--- src/include/capture_edge_pkg.sv ---
// Constants, types and decode helpers for the capture edge and mask block.
// Assumes a 32-bit Avalon-MM slave with byte addresses and 8-bit registers.
`default_nettype none

package capture_edge_pkg;

  localparam int unsigned CHANNELS = 8;
  localparam int unsigned ADDR_W = 5;

  // Register byte offsets, one aligned word each
  localparam logic [4:0] OFS_EDGE_HIGH = 5'h00;
  localparam logic [4:0] OFS_EDGE_LOW = 5'h04;
  localparam logic [4:0] OFS_CHAN_MASK = 5'h08;
  localparam logic [4:0] OFS_MASK_TWO = 5'h0C;
  localparam logic [4:0] OFS_CHAN_FLAGS = 5'h10;
  localparam logic [4:0] OFS_CAP_SELECT = 5'h14;
  localparam logic [4:0] OFS_OVF_FLAG = 5'h18;

  // Reset values
  localparam logic [7:0] RST_EDGE = 8'h00;
  localparam logic [7:0] RST_CHAN_MASK = 8'h00;
  localparam logic [7:0] RST_MASK_TWO = 8'h00;
  localparam logic [7:0] RST_CAP_SELECT = 8'h00;
  localparam logic [7:0] RST_FLAGS = 8'h00;

  // Second mask register field positions
  localparam int unsigned POS_OVF_EN = 7;
  localparam int unsigned POS_ZERO = 6;
  localparam int unsigned POS_PULLUP = 5;
  localparam int unsigned POS_REDUCED = 4;
  localparam int unsigned POS_CNT_RST = 3;
  localparam int unsigned POS_PRESCALE = 0;
  localparam int unsigned PRESCALE_W = 3;
  localparam logic [7:0] MASK_TWO_WR = 8'hBF;

  // Position of the overflow flag in its status word
  localparam int unsigned POS_OVF_FLAG = 7;

  // Edge selector codes, upper bit first
  localparam logic [1:0] EDGE_OFF = 2'h0;
  localparam logic [1:0] EDGE_RISE = 2'h1;
  localparam logic [1:0] EDGE_FALL = 2'h2;
  localparam logic [1:0] EDGE_ANY = 2'h3;

  // Bus handshake states
  typedef enum logic [1:0] {
    BUS_IDLE = 2'b01,
    BUS_ACK = 2'b10
  } bus_state_e;

  // Fields of the second mask register, driven out of the block
  typedef struct packed {
    logic overflow_irq_enable;
    logic timer_pin_pullup_enable;
    logic timer_pin_reduced_drive;
    logic counter_reset_on_match;
    logic [2:0] prescale_sel;
  } timer_ctrl_s;

  // Avalon request group
  typedef struct packed {
    logic [ADDR_W-1:0] address;
    logic read;
    logic write;
    logic [31:0] writedata;
    logic [3:0] byteenable;
  } avmm_req_s;

  // Does this pin transition match the selector
  function automatic logic edge_hit(input logic [1:0] sel, input logic prev,
                                    input logic cur);
    logic rise;
    logic fall;
    rise = ~prev & cur;
    fall = prev & ~cur;
    case (sel)
      EDGE_RISE: edge_hit = rise;
      EDGE_FALL: edge_hit = fall;
      EDGE_ANY: edge_hit = rise | fall;
      default: edge_hit = 1'b0;
    endcase
  endfunction : edge_hit

  // Selector pair of a channel from the two control bytes
  function automatic logic [1:0] edge_pair(input logic [15:0] ctrl, input int unsigned ch);
    edge_pair = ctrl[2*ch +: 2];
  endfunction : edge_pair

endpackage : capture_edge_pkg

`default_nettype wire

--- src/logic/capture_edge_detect.sv ---
// Bank of per-channel edge detectors on the timer capture pins.
// Assumes pins are already synchronous to clk; emits one-cycle capture pulses.
`timescale 1ns/1ps
`default_nettype none

module capture_edge_detect (
  // Clock and reset
  input wire logic clk,
  input wire logic rst_n,
  // Pins and configuration
  input wire logic [7:0] pin_in,
  input wire logic [15:0] edge_ctrl,
  input wire logic [7:0] capture_or_compare_select,
  // Capture pulses
  output logic [7:0] capture_strobe
);

  logic [7:0] prev_r;
  logic prev_valid_r;
  logic [7:0] strobe_nxt;

  // Last pin sample; the first sample after reset is never an edge
  always_ff @(posedge clk or negedge rst_n) begin
    if (!rst_n) begin
      prev_r <= 8'h00;
      prev_valid_r <= 1'b0;
    end else begin
      prev_r <= pin_in;
      prev_valid_r <= 1'b1;
    end
  end

  // Per-channel decode, only on channels set up for input capture
  genvar ch;
  generate
    for (ch = 0; ch < 8; ch++) begin : g_chan
      assign strobe_nxt[ch] = prev_valid_r & ~capture_or_compare_select[ch] &
        capture_edge_pkg::edge_hit(capture_edge_pkg::edge_pair(edge_ctrl, ch),
                                   prev_r[ch], pin_in[ch]);
    end
  endgenerate

  // Registered pulse output
  always_ff @(posedge clk or negedge rst_n) begin
    if (!rst_n) begin
      capture_strobe <= 8'h00;
    end else begin
      capture_strobe <= strobe_nxt;
    end
  end

endmodule : capture_edge_detect

`default_nettype wire

--- src/logic/capture_edge_and_irq_mask.sv ---
// Capture edge selection, channel flags and interrupt masks of a 16-bit timer.
// Assumes an Avalon-MM master on clk, capture pins synchronous to clk, and
// one-cycle compare and overflow pulses from the counter logic outside.
//
// How it works
// - Selector 00 disables capture; 01 captures rising edges only.
// - Selector 10 captures falling edges only.
// - Selector 11 captures on every transition.
// - Eight selector pairs: high byte holds channels 7-4, low byte 3-0.
// - Edge bytes and channel mask reset to zero, read/write anytime.
// - Channel mask bit n enables channel flag bit n.
// - Masked-off flag still sets but raises no interrupt.
// - Unmasked set flag raises the interrupt.
// - Edge selection acts only on channels configured as input capture.
`timescale 1ns/1ps
`default_nettype none

module capture_edge_and_irq_mask (
  // Clock and reset
  input wire logic clk,
  input wire logic rst_n,
  // Avalon-MM slave
  input wire logic [4:0] address,
  input wire logic read,
  input wire logic write,
  input wire logic [31:0] writedata,
  input wire logic [3:0] byteenable,
  output logic [31:0] readdata,
  output logic waitrequest,
  // Timer pins and counter events
  input wire logic [7:0] capture_pin_in,
  input wire logic [7:0] compare_event,
  input wire logic overflow_event,
  // Capture pulses to the holding latches
  output logic [7:0] capture_strobe,
  // Configuration out to the rest of the timer
  output logic [7:0] capture_or_compare_select,
  output capture_edge_pkg::timer_ctrl_s timer_ctrl,
  // Interrupts
  output logic channel_irq,
  output logic overflow_irq
);

  capture_edge_pkg::avmm_req_s req;
  capture_edge_pkg::bus_state_e bus_state_r;
  capture_edge_pkg::bus_state_e bus_state_nxt;

  logic [7:0] capture_edge_ctrl_high_r;
  logic [7:0] capture_edge_ctrl_low_r;
  logic [7:0] channel_irq_mask_r;
  logic [7:0] timer_irq_mask_two_r;
  logic [7:0] cap_select_r;
  logic [7:0] channel_flag_status_r;
  logic overflow_flag_r;
  logic [7:0] capture_hit;
  logic [7:0] rd_value;
  logic wr_fire;
  logic rd_fire;
  logic lane0;

  assign req = '{address: address, read: read, write: write,
                 writedata: writedata, byteenable: byteenable};

  // Transfer completes at the edge where waitrequest is seen low
  assign wr_fire = (bus_state_r == capture_edge_pkg::BUS_ACK) & req.write;
  assign rd_fire = (bus_state_r == capture_edge_pkg::BUS_ACK) & req.read;
  assign lane0 = req.byteenable[0];

  // One wait state: request seen in idle, answered in the next cycle
  always_comb begin
    bus_state_nxt = bus_state_r;
    unique case (bus_state_r)
      capture_edge_pkg::BUS_IDLE: begin
        if (req.read | req.write) begin
          bus_state_nxt = capture_edge_pkg::BUS_ACK;
        end
      end
      capture_edge_pkg::BUS_ACK: begin
        bus_state_nxt = capture_edge_pkg::BUS_IDLE;
      end
      default: begin
        bus_state_nxt = capture_edge_pkg::BUS_IDLE;
      end
    endcase
  end

  // Handshake state and waitrequest flop
  always_ff @(posedge clk or negedge rst_n) begin
    if (!rst_n) begin
      bus_state_r <= capture_edge_pkg::BUS_IDLE;
      waitrequest <= 1'b1;
    end else begin
      bus_state_r <= bus_state_nxt;
      waitrequest <= (bus_state_nxt != capture_edge_pkg::BUS_ACK);
    end
  end

  // Read mux; unmapped offsets and upper bits read zero
  always_comb begin
    unique case (req.address)
      capture_edge_pkg::OFS_EDGE_HIGH: rd_value = capture_edge_ctrl_high_r;
      capture_edge_pkg::OFS_EDGE_LOW: rd_value = capture_edge_ctrl_low_r;
      capture_edge_pkg::OFS_CHAN_MASK: rd_value = channel_irq_mask_r;
      capture_edge_pkg::OFS_MASK_TWO: rd_value = timer_irq_mask_two_r;
      capture_edge_pkg::OFS_CHAN_FLAGS: rd_value = channel_flag_status_r;
      capture_edge_pkg::OFS_CAP_SELECT: rd_value = cap_select_r;
      capture_edge_pkg::OFS_OVF_FLAG: rd_value = {overflow_flag_r, 7'h00};
      default: rd_value = 8'h00;
    endcase
  end

  // Read data captured as the request is first seen, stable while acked
  always_ff @(posedge clk or negedge rst_n) begin
    if (!rst_n) begin
      readdata <= 32'h0000_0000;
    end else if ((bus_state_r == capture_edge_pkg::BUS_IDLE) & req.read) begin
      readdata <= {24'h00_0000, rd_value};
    end
  end

  // Edge control bytes, no mode restriction on access
  always_ff @(posedge clk or negedge rst_n) begin
    if (!rst_n) begin
      capture_edge_ctrl_high_r <= capture_edge_pkg::RST_EDGE;
      capture_edge_ctrl_low_r <= capture_edge_pkg::RST_EDGE;
    end else if (wr_fire & lane0) begin
      if (req.address == capture_edge_pkg::OFS_EDGE_HIGH) begin
        capture_edge_ctrl_high_r <= req.writedata[7:0];
      end
      if (req.address == capture_edge_pkg::OFS_EDGE_LOW) begin
        capture_edge_ctrl_low_r <= req.writedata[7:0];
      end
    end
  end

  // Channel interrupt mask, one enable per channel flag
  always_ff @(posedge clk or negedge rst_n) begin
    if (!rst_n) begin
      channel_irq_mask_r <= capture_edge_pkg::RST_CHAN_MASK;
    end else if (wr_fire & lane0 & (req.address == capture_edge_pkg::OFS_CHAN_MASK)) begin
      channel_irq_mask_r <= req.writedata[7:0];
    end
  end

  // Second mask register; bit 6 is never stored so it reads zero
  always_ff @(posedge clk or negedge rst_n) begin
    if (!rst_n) begin
      timer_irq_mask_two_r <= capture_edge_pkg::RST_MASK_TWO;
    end else if (wr_fire & lane0 & (req.address == capture_edge_pkg::OFS_MASK_TWO)) begin
      timer_irq_mask_two_r <= req.writedata[7:0] & capture_edge_pkg::MASK_TWO_WR;
    end
  end

  // Capture or compare choice per channel
  always_ff @(posedge clk or negedge rst_n) begin
    if (!rst_n) begin
      cap_select_r <= capture_edge_pkg::RST_CAP_SELECT;
    end else if (wr_fire & lane0 & (req.address == capture_edge_pkg::OFS_CAP_SELECT)) begin
      cap_select_r <= req.writedata[7:0];
    end
  end

  // Edge detector bank; channel 7-4 pairs from the high byte
  capture_edge_detect u_detect (
    .clk(clk),
    .rst_n(rst_n),
    .pin_in(capture_pin_in),
    .edge_ctrl({capture_edge_ctrl_high_r, capture_edge_ctrl_low_r}),
    .capture_or_compare_select(cap_select_r),
    .capture_strobe(capture_hit)
  );

  assign capture_strobe = capture_hit;

  // Sticky channel flags; a read clears only the bits it returned, so a flag
  // set after the read data was latched survives, and a same-cycle event wins.
  // Flags set even when masked so software can still poll them.
  always_ff @(posedge clk or negedge rst_n) begin
    if (!rst_n) begin
      channel_flag_status_r <= capture_edge_pkg::RST_FLAGS;
    end else begin
      channel_flag_status_r <=
        ((rd_fire & (req.address == capture_edge_pkg::OFS_CHAN_FLAGS)) ?
         (channel_flag_status_r & ~readdata[7:0]) : channel_flag_status_r) |
        capture_hit | (compare_event & cap_select_r);
    end
  end

  // Sticky overflow flag with the same clear rule
  always_ff @(posedge clk or negedge rst_n) begin
    if (!rst_n) begin
      overflow_flag_r <= 1'b0;
    end else begin
      overflow_flag_r <= ((rd_fire & (req.address == capture_edge_pkg::OFS_OVF_FLAG)) ?
                          (overflow_flag_r & ~readdata[capture_edge_pkg::POS_OVF_FLAG]) :
                          overflow_flag_r) | overflow_event;
    end
  end

  // Interrupt levels, one cycle behind the flags so outputs stay registered
  always_ff @(posedge clk or negedge rst_n) begin
    if (!rst_n) begin
      channel_irq <= 1'b0;
      overflow_irq <= 1'b0;
    end else begin
      channel_irq <= |(channel_flag_status_r & channel_irq_mask_r);
      overflow_irq <= overflow_flag_r &
                      timer_irq_mask_two_r[capture_edge_pkg::POS_OVF_EN];
    end
  end

  // Configuration fields driven out from flops
  always_ff @(posedge clk or negedge rst_n) begin
    if (!rst_n) begin
      capture_or_compare_select <= capture_edge_pkg::RST_CAP_SELECT;
      timer_ctrl <= '0;
    end else begin
      capture_or_compare_select <= cap_select_r;
      timer_ctrl.overflow_irq_enable <=
        timer_irq_mask_two_r[capture_edge_pkg::POS_OVF_EN];
      timer_ctrl.timer_pin_pullup_enable <=
        timer_irq_mask_two_r[capture_edge_pkg::POS_PULLUP];
      timer_ctrl.timer_pin_reduced_drive <=
        timer_irq_mask_two_r[capture_edge_pkg::POS_REDUCED];
      timer_ctrl.counter_reset_on_match <=
        timer_irq_mask_two_r[capture_edge_pkg::POS_CNT_RST];
      timer_ctrl.prescale_sel <=
        timer_irq_mask_two_r[capture_edge_pkg::POS_PRESCALE +: capture_edge_pkg::PRESCALE_W];
    end
  end

endmodule : capture_edge_and_irq_mask

`default_nettype wire

--- config.mk ---
export PLATFORM = sky130hd
export DESIGN_NAME = capture_edge_and_irq_mask
export DESIGN_NICKNAME = d
export VERILOG_FILES = /design/src/include/capture_edge_pkg.sv /design/src/logic/capture_edge_detect.sv /design/src/logic/capture_edge_and_irq_mask.sv
export SDC_FILE = /design/constraint.sdc
export NUM_CORES = 1
export LEC_CHECK = 0
export ABC_AREA = 1
export BUFFER_PORTS_ARGS = -buffer_cell sky130_fd_sc_hd__buf_2
export CAP_MARGIN = 25
export CORE_MARGIN = 2
export CORE_UTILIZATION = 45
export DETAILED_ROUTE_END_ITERATION = 8
export MAX_ROUTING_LAYER = met4
export PLACE_DENSITY_LB_ADDON = 0.1
export SYNTH_ARGS = -nofsm -noshare
export SYNTH_HDL_FRONTEND = slang
export SYNTH_SLANG_ARGS = --single-unit
export TNS_END_PERCENT = 50
--- constraint.sdc ---
create_clock -name clk -period 4.2 [get_ports clk]
set_clock_uncertainty 0.15 [all_clocks]
set_input_delay 1.05 -clock clk [delete_from_list [all_inputs] [get_ports clk]]
set_output_delay 1.05 -clock clk [all_outputs]
set_load 0.02 [all_outputs]
==> flow_summary.toml, run 1 <==
[clocking]
cts.hold.buffers_added = 0
cts_root_buf = "clkbuf_8"
clockBufferDepth = 2
postCtsResizedCells = 0
clk_latency_ns = 0.36
cts_num_sinks = 93
clkSlewWorstSetupHoldPaths_ns = 0.09
cts_tree = "yes"
htreeDepth = 3
numCtsBuffers = 9
post_cts_buffers = 0

[global_routing]
grt-ovfl-total = 0
grtUsageTotal_pct = 23.2
grt_pass1_wl_um = 17500
grt_pass1_vias = 3240
grt_antenna_before_repair = 0
grt_max_degree = 53

[route]
num_vias = 3471
drtIter0Drc = 174
drc = 0
wirelength_um = 11000
first_pass_iters = 5
routedWlPerCell_um = 15.9
via_per_inst = 5.05
ant_nets = 0

[synth]
netlist_instances = 483
yosysWarningCount = 0
synthesis.area_um2 = 4340
ys_seq_area_share_pct = 53.7
yosys.cell_types.count = 26
ys_ff_latch = 93
synth_area_per_cell_um2 = 8.99

[critical_path]
crit_path_cell_trace = "buf_2 > nor2_2 > nand4_1 > o21ai_0 > nand2_1"
path_buf_inv = 1
slowest_delay_ns = 0.51
start_kind = "input pin"
cp.required_ns = 4.29
cp-end-kind = "flip-flop"
cp_top_family = "simple AND/OR/NAND/NOR gates"
critPathSlowestCell = "nand4_1"
cp.arrival_ns = 2.60
crit_path_max_fanout = 15
path_class = "in -> reg"

[floorplanning]
die_area_um2 = 10400
ios = 120
start_util_pct = 46.8
core_um2 = 9280
die_h_um = 102
rows = 35
fp.dieW_um = 102

[timing]
drv_slew = 0
fin_ws_ns = 1.69
post-route-period-util_pct = 59.8
worst_pin_slew_ns = 0.643
hold_viol = 0
rsz0062_at_grt = "false"
fin_worst_hold_slack_ns = 0.289
fin_setup_tns_ns = 0
slew_headroom_pct = 57.1
timing.fmax_mhz = 398
setup_viol_count_final = 0
finalCriticalPeriod_ns = 2.51

[pwr]
ir_drop_uv = 218
p_int_mw = 1.34
switchingPower_uw = 620
combPwrFrac_pct = 15.6
leakagePower_nw = 2.59
clkPwrFrac_pct = 28.7
cellPowerDensity_nw_per_um2 = 401
finalPower_mw = 1.96
sw_frac_of_total_pct = 31.6
pwr-share-seq_pct = 55.6

[cells_and_area]
fillers = 913
syn_to_final_growth_pct = 12.9
drive_gt1_share_pct = 17.7
diodes = 0
regArea_um2 = 2330
final_nets = 631
multi_input_area_um2 = 1600

[placement]
globalplace.congestion = 0.861
dp_slack_ns = 1.34
port_buffers = 68
dpl.hpwl_um = 7910

[flow_run]
max_cap_viol_count = 0

[run_status]
status = "finished, final reports clean"

[hold_path]
hp-class = "reg -> reg"
## cell usage in the layout, fill, tap and decap left out, types with 2 or more instances in the layout
cell type   netlist  final
clkinv_2          0      2
o211ai_1          4      4
ha_1             16     16
nand3_1          13     13
clkinv_1          2      2
dfstp_2           2      2
nand4_1          30     30
a21oi_1          21     21
inv_1            58     58
nor2_2            1      2
clkinvlp_4        0      2
buf_4            26      8
buf_2            11     67
nor2_1           33     32
o21ai_0          53     53
conb_1            2     25
clkbuf_8          0     11
nor4_1            3      3
a22o_1            3      3
a311oi_1          5      5
nand2_1         101    101
dfrtp_1          91     91
## layout make-up
type / instances / area share [%]
multi-input combinational: 313 / 32.6
clock inverter: 5 / 0.690
clock buffer: 11 / 3.09
tap: 129 / 3.30
inverter: 61 / 4.67
timing repair buffer: 75 / 8.07
sequential: 93 / 47.6
## cells by family after synthesis
logic type	synth area share, %
AO/OA/AOI/OAI	11.0
adder cells (fa/ha/maj)	4.61
buffers and inverters	11.6
flip-flops	53.7
other	0.173
AND/OR/NAND/NOR	19.0
## power by group through the flow
stage               Combinational, mW  Sequential (mW)  Clock [mW]
floorplan                       0.181             1.11           0
global placement                0.302             1.11           0
detailed placement              0.309             1.11           0
CTS                             0.310             1.09       0.579
global route                    0.352             1.11       0.620
finish                          0.307             1.09       0.563
## metrics by stage
step / util (%) / std cells / area (µm²)
floorplan: - / 506 / 4430
global placement: 50.8 / 671 / 4710
detailed placement: 50.8 / 671 / 4710
CTS: 52.8 / 687 / 4900
global route: 52.8 / 687 / 4900
finish: 52.8 / 687 / 4900
## worst paths after layout
check,depth (start not counted),startpoint,endpoint,slack [ns]
max reg2reg,5,bus_state_r[0],readdata[6],2.24
min reg2reg,0,timer_irq_mask_two_r[0],timer_ctrl[0],0.29
max,5,address[1],channel_flag_status_r[2],1.69
max in group asynchronous,2,rst_n,channel_irq_mask_r[5],2.53
min,0,timer_irq_mask_two_r[0],timer_ctrl[0],0.29
min in group asynchronous,1,rst_n,u_detect.capture_strobe[6],0.56
## routing by layer
layer  vias to the layer above  part of all wire [%]  global-route usage, %
met5                         -                     0                      -
met4                         0                   1.4                   6.46
met3                         9                   6.6                   4.04
met2                       130                    45                   33.9
met1                      1652                    47                   33.7
li1                       1680                     -                      -
## synthesized netlist by cell type (all sizes together)
master / instances / area (µm²)
nor4: 3 / 18.8
a311oi: 5 / 43.8
o21ai: 53 / 265
nor2: 35 / 141
nand3: 14 / 75.1
a22o: 3 / 26.3
conb: 2 / 7.51
nand4: 30 / 188
buf: 39 / 273
o21bai: 1 / 7.51
nand2: 101 / 379
o211ai: 4 / 30.0
clkinv: 2 / 7.51
dfrtp: 91 / 2280
a21oi: 21 / 105
ha: 16 / 200
inv: 59 / 221
nor3: 2 / 21.3
dfstp: 2 / 52.6
(Power assumes the default switching activity.)
==> inputs of run 2 (changes only) <==
- clock period: 4.2 -> 2.55 ns (I/O delays scaled with it)
==> run 2 against run 1 <==
  * Routed wire length shrank 0.94%
  * Count of clock-buffer cells in the layout is 2 higher
  * Core utilization grew 1.4 points
  * Hold slack got worse by 0.27 ns
  * Cell area is 2.6% higher
  * Total power increased by 74%
  * Worst setup slack lost 0.97 ns
  * Critical path depth decreased by 1
  * Sequential cell count unchanged
  * Largest cell class unchanged
  * Sequential share of layout area fell by 1.2 points
  * Via count up 2.0%
  * Largest power group unchanged
==> flow_summary.toml, run 2 (synthesized netlist as in run 1, its figures left out) <==
[cells_and_area]
syn_to_final_growth_pct = 15.8
final_nets = 641
multi_input_area_um2 = 1600
drive_gt1_share_pct = 18.8
fillers = 916
regArea_um2 = 2330
mostFrequentLayoutCells = "101 x nand2_1, 91 x dfrtp_1, 67 x buf_2"
final_cell_area_um2 = 5030
diodes = 0
final_common_cell = "nand2_1"

[floorplanning]
fp.dieW_um = 102
rows = 35
start_util_pct = 46.8
core_um2 = 9280
die_h_um = 102
die_area_um2 = 10400
ios = 120

[critical_path]
r2r_slack_ns = 0.72
r2r_end = "channel_flag_status_r[2]"
crit_start = "bus_state_r[0]"
reg2reg_depth = 4
path_class = "reg -> reg"
cp-end-kind = "flip-flop"
crit_end = "channel_flag_status_r[2]"
cp.required_ns = 2.64
rr_startpoint = "bus_state_r[0]"
start_kind = "flip-flop"
cp.arrival_ns = 1.93
crit_path_max_fanout = 8

[timing]
timing.fmax_mhz = 546
post-route-period-util_pct = 71.8
hold_viol = 0
finalCriticalPeriod_ns = 1.83
drv_slew = 0
fin_setup_tns_ns = 0
rsz0062_at_grt = "false"
setup_viol_count_final = 0

[route]
drc = 0
ant_nets = 0
via_per_inst = 5.08
routedWlPerCell_um = 15.6
first_pass_iters = 4
wirelength_um = 10900
m1WireLength_um = 5180
drtIter0Drc = 158
wl_met3_um = 530
top_layer = "met4"
met2_length_um = 4870
num_vias = 3541

[clocking]
htreeDepth = 3
cts.hold.buffers_added = 0
clockBufferDepth = 2
cts_num_sinks = 93
cts_root_buf = "clkbuf_8"
numCtsBuffers = 9
post_cts_buffers = 0
clkSlewWorstSetupHoldPaths_ns = 0.09
postCtsResizedCells = 0
clk_latency_ns = 0.36
cts_tree = "yes"

[global_routing]
grt_pass1_wl_um = 17100
grt-ovfl-total = 0
grtUsageTotal_pct = 22.8
grt_pass1_vias = 3326
grt_antenna_before_repair = 0
grt_max_degree = 46

[flow_run]
max_cap_viol_count = 0

[run_status]
status = "finished, final reports clean"

[pwr]
cellPowerDensity_nw_per_um2 = 681
ir_drop_uv = 283
leakagePower_nw = 2.66

[placement]
dpl_cell_area_um2 = 4800
dpl.hpwl_um = 8090
port_buffers = 68
globalplace.congestion = 0.979

[hold_path]
hp-class = "in -> async"
[run 2: cell types whose count changed in the layout (fill, tap and decap cells not counted), moves of 2 or more]
| cell | previous run | this run |
|---|---|---|
| clkbuf_1 | 0 | 2 |
| bufinv_16 | 0 | 2 |
| buf_4 | 8 | 17 |
| clkinv_2 | 2 | 0 |
[run 2: report_power, final]
part,switching [mW],internal (mW)
sequential,0.143,1.65
combinational,0.355,0.166
clock,0.502,0.607
total,0.999,2.43
[run 2: worst min-delay path by stage]
| stage | depth (start not counted) | startpoint | endpoint |
|---|---|---|---|
| floorplan | 0 | rst_n | bus_state_r[1] |
| global route | 1 | rst_n | timer_ctrl[0] |
| detailed placement | 0 | cap_select_r[1] | capture_or_compare_select[1] |
| CTS | 1 | rst_n | timer_ctrl[0] |
| finish | 1 | rst_n | timer_ctrl[0] |
| global placement | 0 | cap_select_r[1] | capture_or_compare_select[1] |
[run 2: layout make-up]
cell class | count | share of cell area (%)
Clock inverter | 3 | 1.34
Sequential cell | 93 | 46.3
Multi-Input combinational cell | 313 | 31.8
Timing Repair Buffer | 85 | 9.61
Tap cell | 129 | 3.21
Inverter | 61 | 4.55
Clock buffer | 13 | 3.16
[run 2: worst max-delay path, cell delays in order, from the launching register on]
cell     delay [ns]
dfstp_2        0.40
nor3_1         0.30
nand4_1        0.46
o21ai_0        0.35
nand2_1        0.07
[run 2: through the flow]
step	hold slack, ns	utilization (%)	setup slack [ns]	instances	total power [mW]
after floorplan	0.192	-	0.828	506	2.13
after global placement	0.256	51.7	0.396	681	2.33
after detailed placement	0.260	51.7	0.371	681	2.35
after CTS	0.0160	54.2	0.722	697	3.45
after global routing	0.0240	54.2	0.615	697	3.60
final	0.0155	54.2	0.718	697	3.42
[run 2: layer usage]
layer,vias to the layer above,track usage (%)
met1,1694,31.6
met5,-,-
met2,122,33.6
met3,22,3.90
li1,1703,-
met4,0,9.03
==> inputs of run 3 (changes only) <==
- clock period: 2.55 -> 1.85 ns (I/O delays scaled with it)
==> run 3 against run 2 <==
  * Global-route usage rose by 0.37 points
  * Non-clock buffer count up 8
  * Sequential cell count unchanged
  * Largest cell class unchanged
==> flow_summary.toml, run 3 (synthesized netlist as in run 1, its figures left out) <==
[floorplanning]
start_util_pct = 46.8
fp.dieW_um = 102
die_h_um = 102
die_area_um2 = 10400
ios = 120
core_um2 = 9280
rows = 35

[clocking]
cts_tree = "yes"
clockBufferDepth = 2
cts_num_sinks = 93
clkSlewWorstSetupHoldPaths_ns = 0.09
numCtsBuffers = 9
postCtsResizedCells = 0
clk_latency_ns = 0.35
htreeDepth = 3
cts_root_buf = "clkbuf_8"

[timing]
finalCriticalPeriod_ns = 1.64
drv_slew = 0
post-route-period-util_pct = 88.6
setup_viol_count_final = 0
rsz0062_at_grt = "false"
hold_viol = 0
fin_setup_tns_ns = 0
timing.fmax_mhz = 610

[pwr]
switchingPower_mw = 1.38
ir_drop_uv = 352
leakagePower_nw = 2.69
p_int_mw = 3.18
combPwrFrac_pct = 16.1
clkPwrFrac_pct = 29.5
pwr-share-seq_pct = 54.4
sw_frac_of_total_pct = 30.3
cellPowerDensity_nw_per_um2 = 896

[global_routing]
grt_pass1_wl_um = 17500
grt_antenna_before_repair = 0
grtUsageTotal_pct = 23.2
grt_pass1_vias = 3253
grt_max_degree = 34
grt-ovfl-total = 0

[placement]
dpl.hpwl_um = 8220
dp_cells = 688
port_buffers = 68
globalplace.congestion = 0.950

[cells_and_area]
instances_no_fill = 705
regArea_um2 = 2330
drive_gt1_share_pct = 19.8
final_nets = 649
syn_to_final_growth_pct = 17.1
final_common_cell = "nand2_1"
fillers = 937
diodes = 0
mostFrequentLayoutCells = "101 x nand2_1, 91 x dfrtp_1, 67 x buf_2"
multi_input_area_um2 = 1600

[critical_path]
cp.required_ns = 1.93
start_kind = "flip-flop"
cp-end-kind = "flip-flop"
path_class = "reg -> reg"
cp.arrival_ns = 1.72
crit_path_max_fanout = 4

[route]
num_vias = 3545
drc = 0
ant_nets = 0
wirelength_um = 11100
first_pass_iters = 4
drtIter0Drc = 238
routedWlPerCell_um = 15.7
via_per_inst = 5.03

[hold_path]
hp-class = "in -> reg"

[run_status]
status = "finished, final reports clean"

[flow_run]
max_cap_viol_count = 0
==> run 3: cell types whose count changed in the layout (fill, tap and decap cells not counted) <==
cell           previous run  this run
clkinv_2                  0         2
bufinv_16                 2         1
dlygate4sd3_1             0         1
clkbuf_8                 11        10
buf_4                    17        22
buf_12                    1         3
==> run 3: repair_timing <==
action                    4_1_cts  5_1_grt
hold endpoints to repair       18        0
setup buffers                   0        0
hold buffers                    1        0
==> run 3: final cells by class <==
class                   instances  share of cell area, %
flip-flops and latches         93                   45.9
multi-input cells             313                   31.4
repair buffers                 93                   11.2
inverters                      61                   4.51
well taps                     129                   3.18
clock buffers                  12                   2.86
clock inverters                 4                  0.936
==> run 3: power by group through the flow <==
stage | registers [mW] | logic (mW) | clock network, mW
6_report | 2.48 | 0.734 | 1.34
5_1_grt | 2.51 | 0.836 | 1.46
4_1_cts | 2.48 | 0.744 | 1.39
3_5_place_dp | 2.52 | 0.739 | 0
3_3_place_gp | 2.51 | 0.721 | 0
2_1_floorplan | 2.52 | 0.410 | 0
==> run 3: worst max-delay path, stage by stage, from the launching register on <==
cell,delay (ns)
dfstp_2,0.39
nor3_1,0.30
nand4_1,0.17
buf_4,0.19
o21ai_0,0.24
nand2_1,0.08
==> run 3: path summary, 6_finish.rpt <==
path	from	end	slack [ns]	cells after the start
max	bus_state_r[0]	channel_flag_status_r[7]	0.21	5
min	capture_pin_in[1]	u_detect.prev_r[1]	0.09	1
max reg2reg	bus_state_r[0]	channel_flag_status_r[7]	0.21	5
min reg2reg	timer_irq_mask_two_r[4]	timer_ctrl[4]	0.28	0
max in group asynchronous	rst_n	waitrequest	0.60	3
min in group asynchronous	rst_n	timer_ctrl[0]	0.39	2
==> run 3: layer usage <==
layer	global-route usage, %	vias up	wire [µm]
met1	34.1	1699	5190
met2	33.8	119	5020
li1	-	1717	-
met5	-	-	0
met4	7.49	0	142
met3	2.67	10	733
==> run 3: per-stage QoR <==
stage	total power, mW	setup slack [ns]	hold WS (ns)	utilization [%]	area, µm²
floorplan	2.93	0.303	0.0169	-	4430
global placement	3.23	0.0613	0.216	52.5	4880
detailed placement	3.26	0.0443	0.218	52.5	4880
CTS	4.61	0.197	0.0736	54.7	5080
global route	4.81	0.140	0.0729	54.7	5080
finish	4.55	0.210	0.0877	54.7	5080
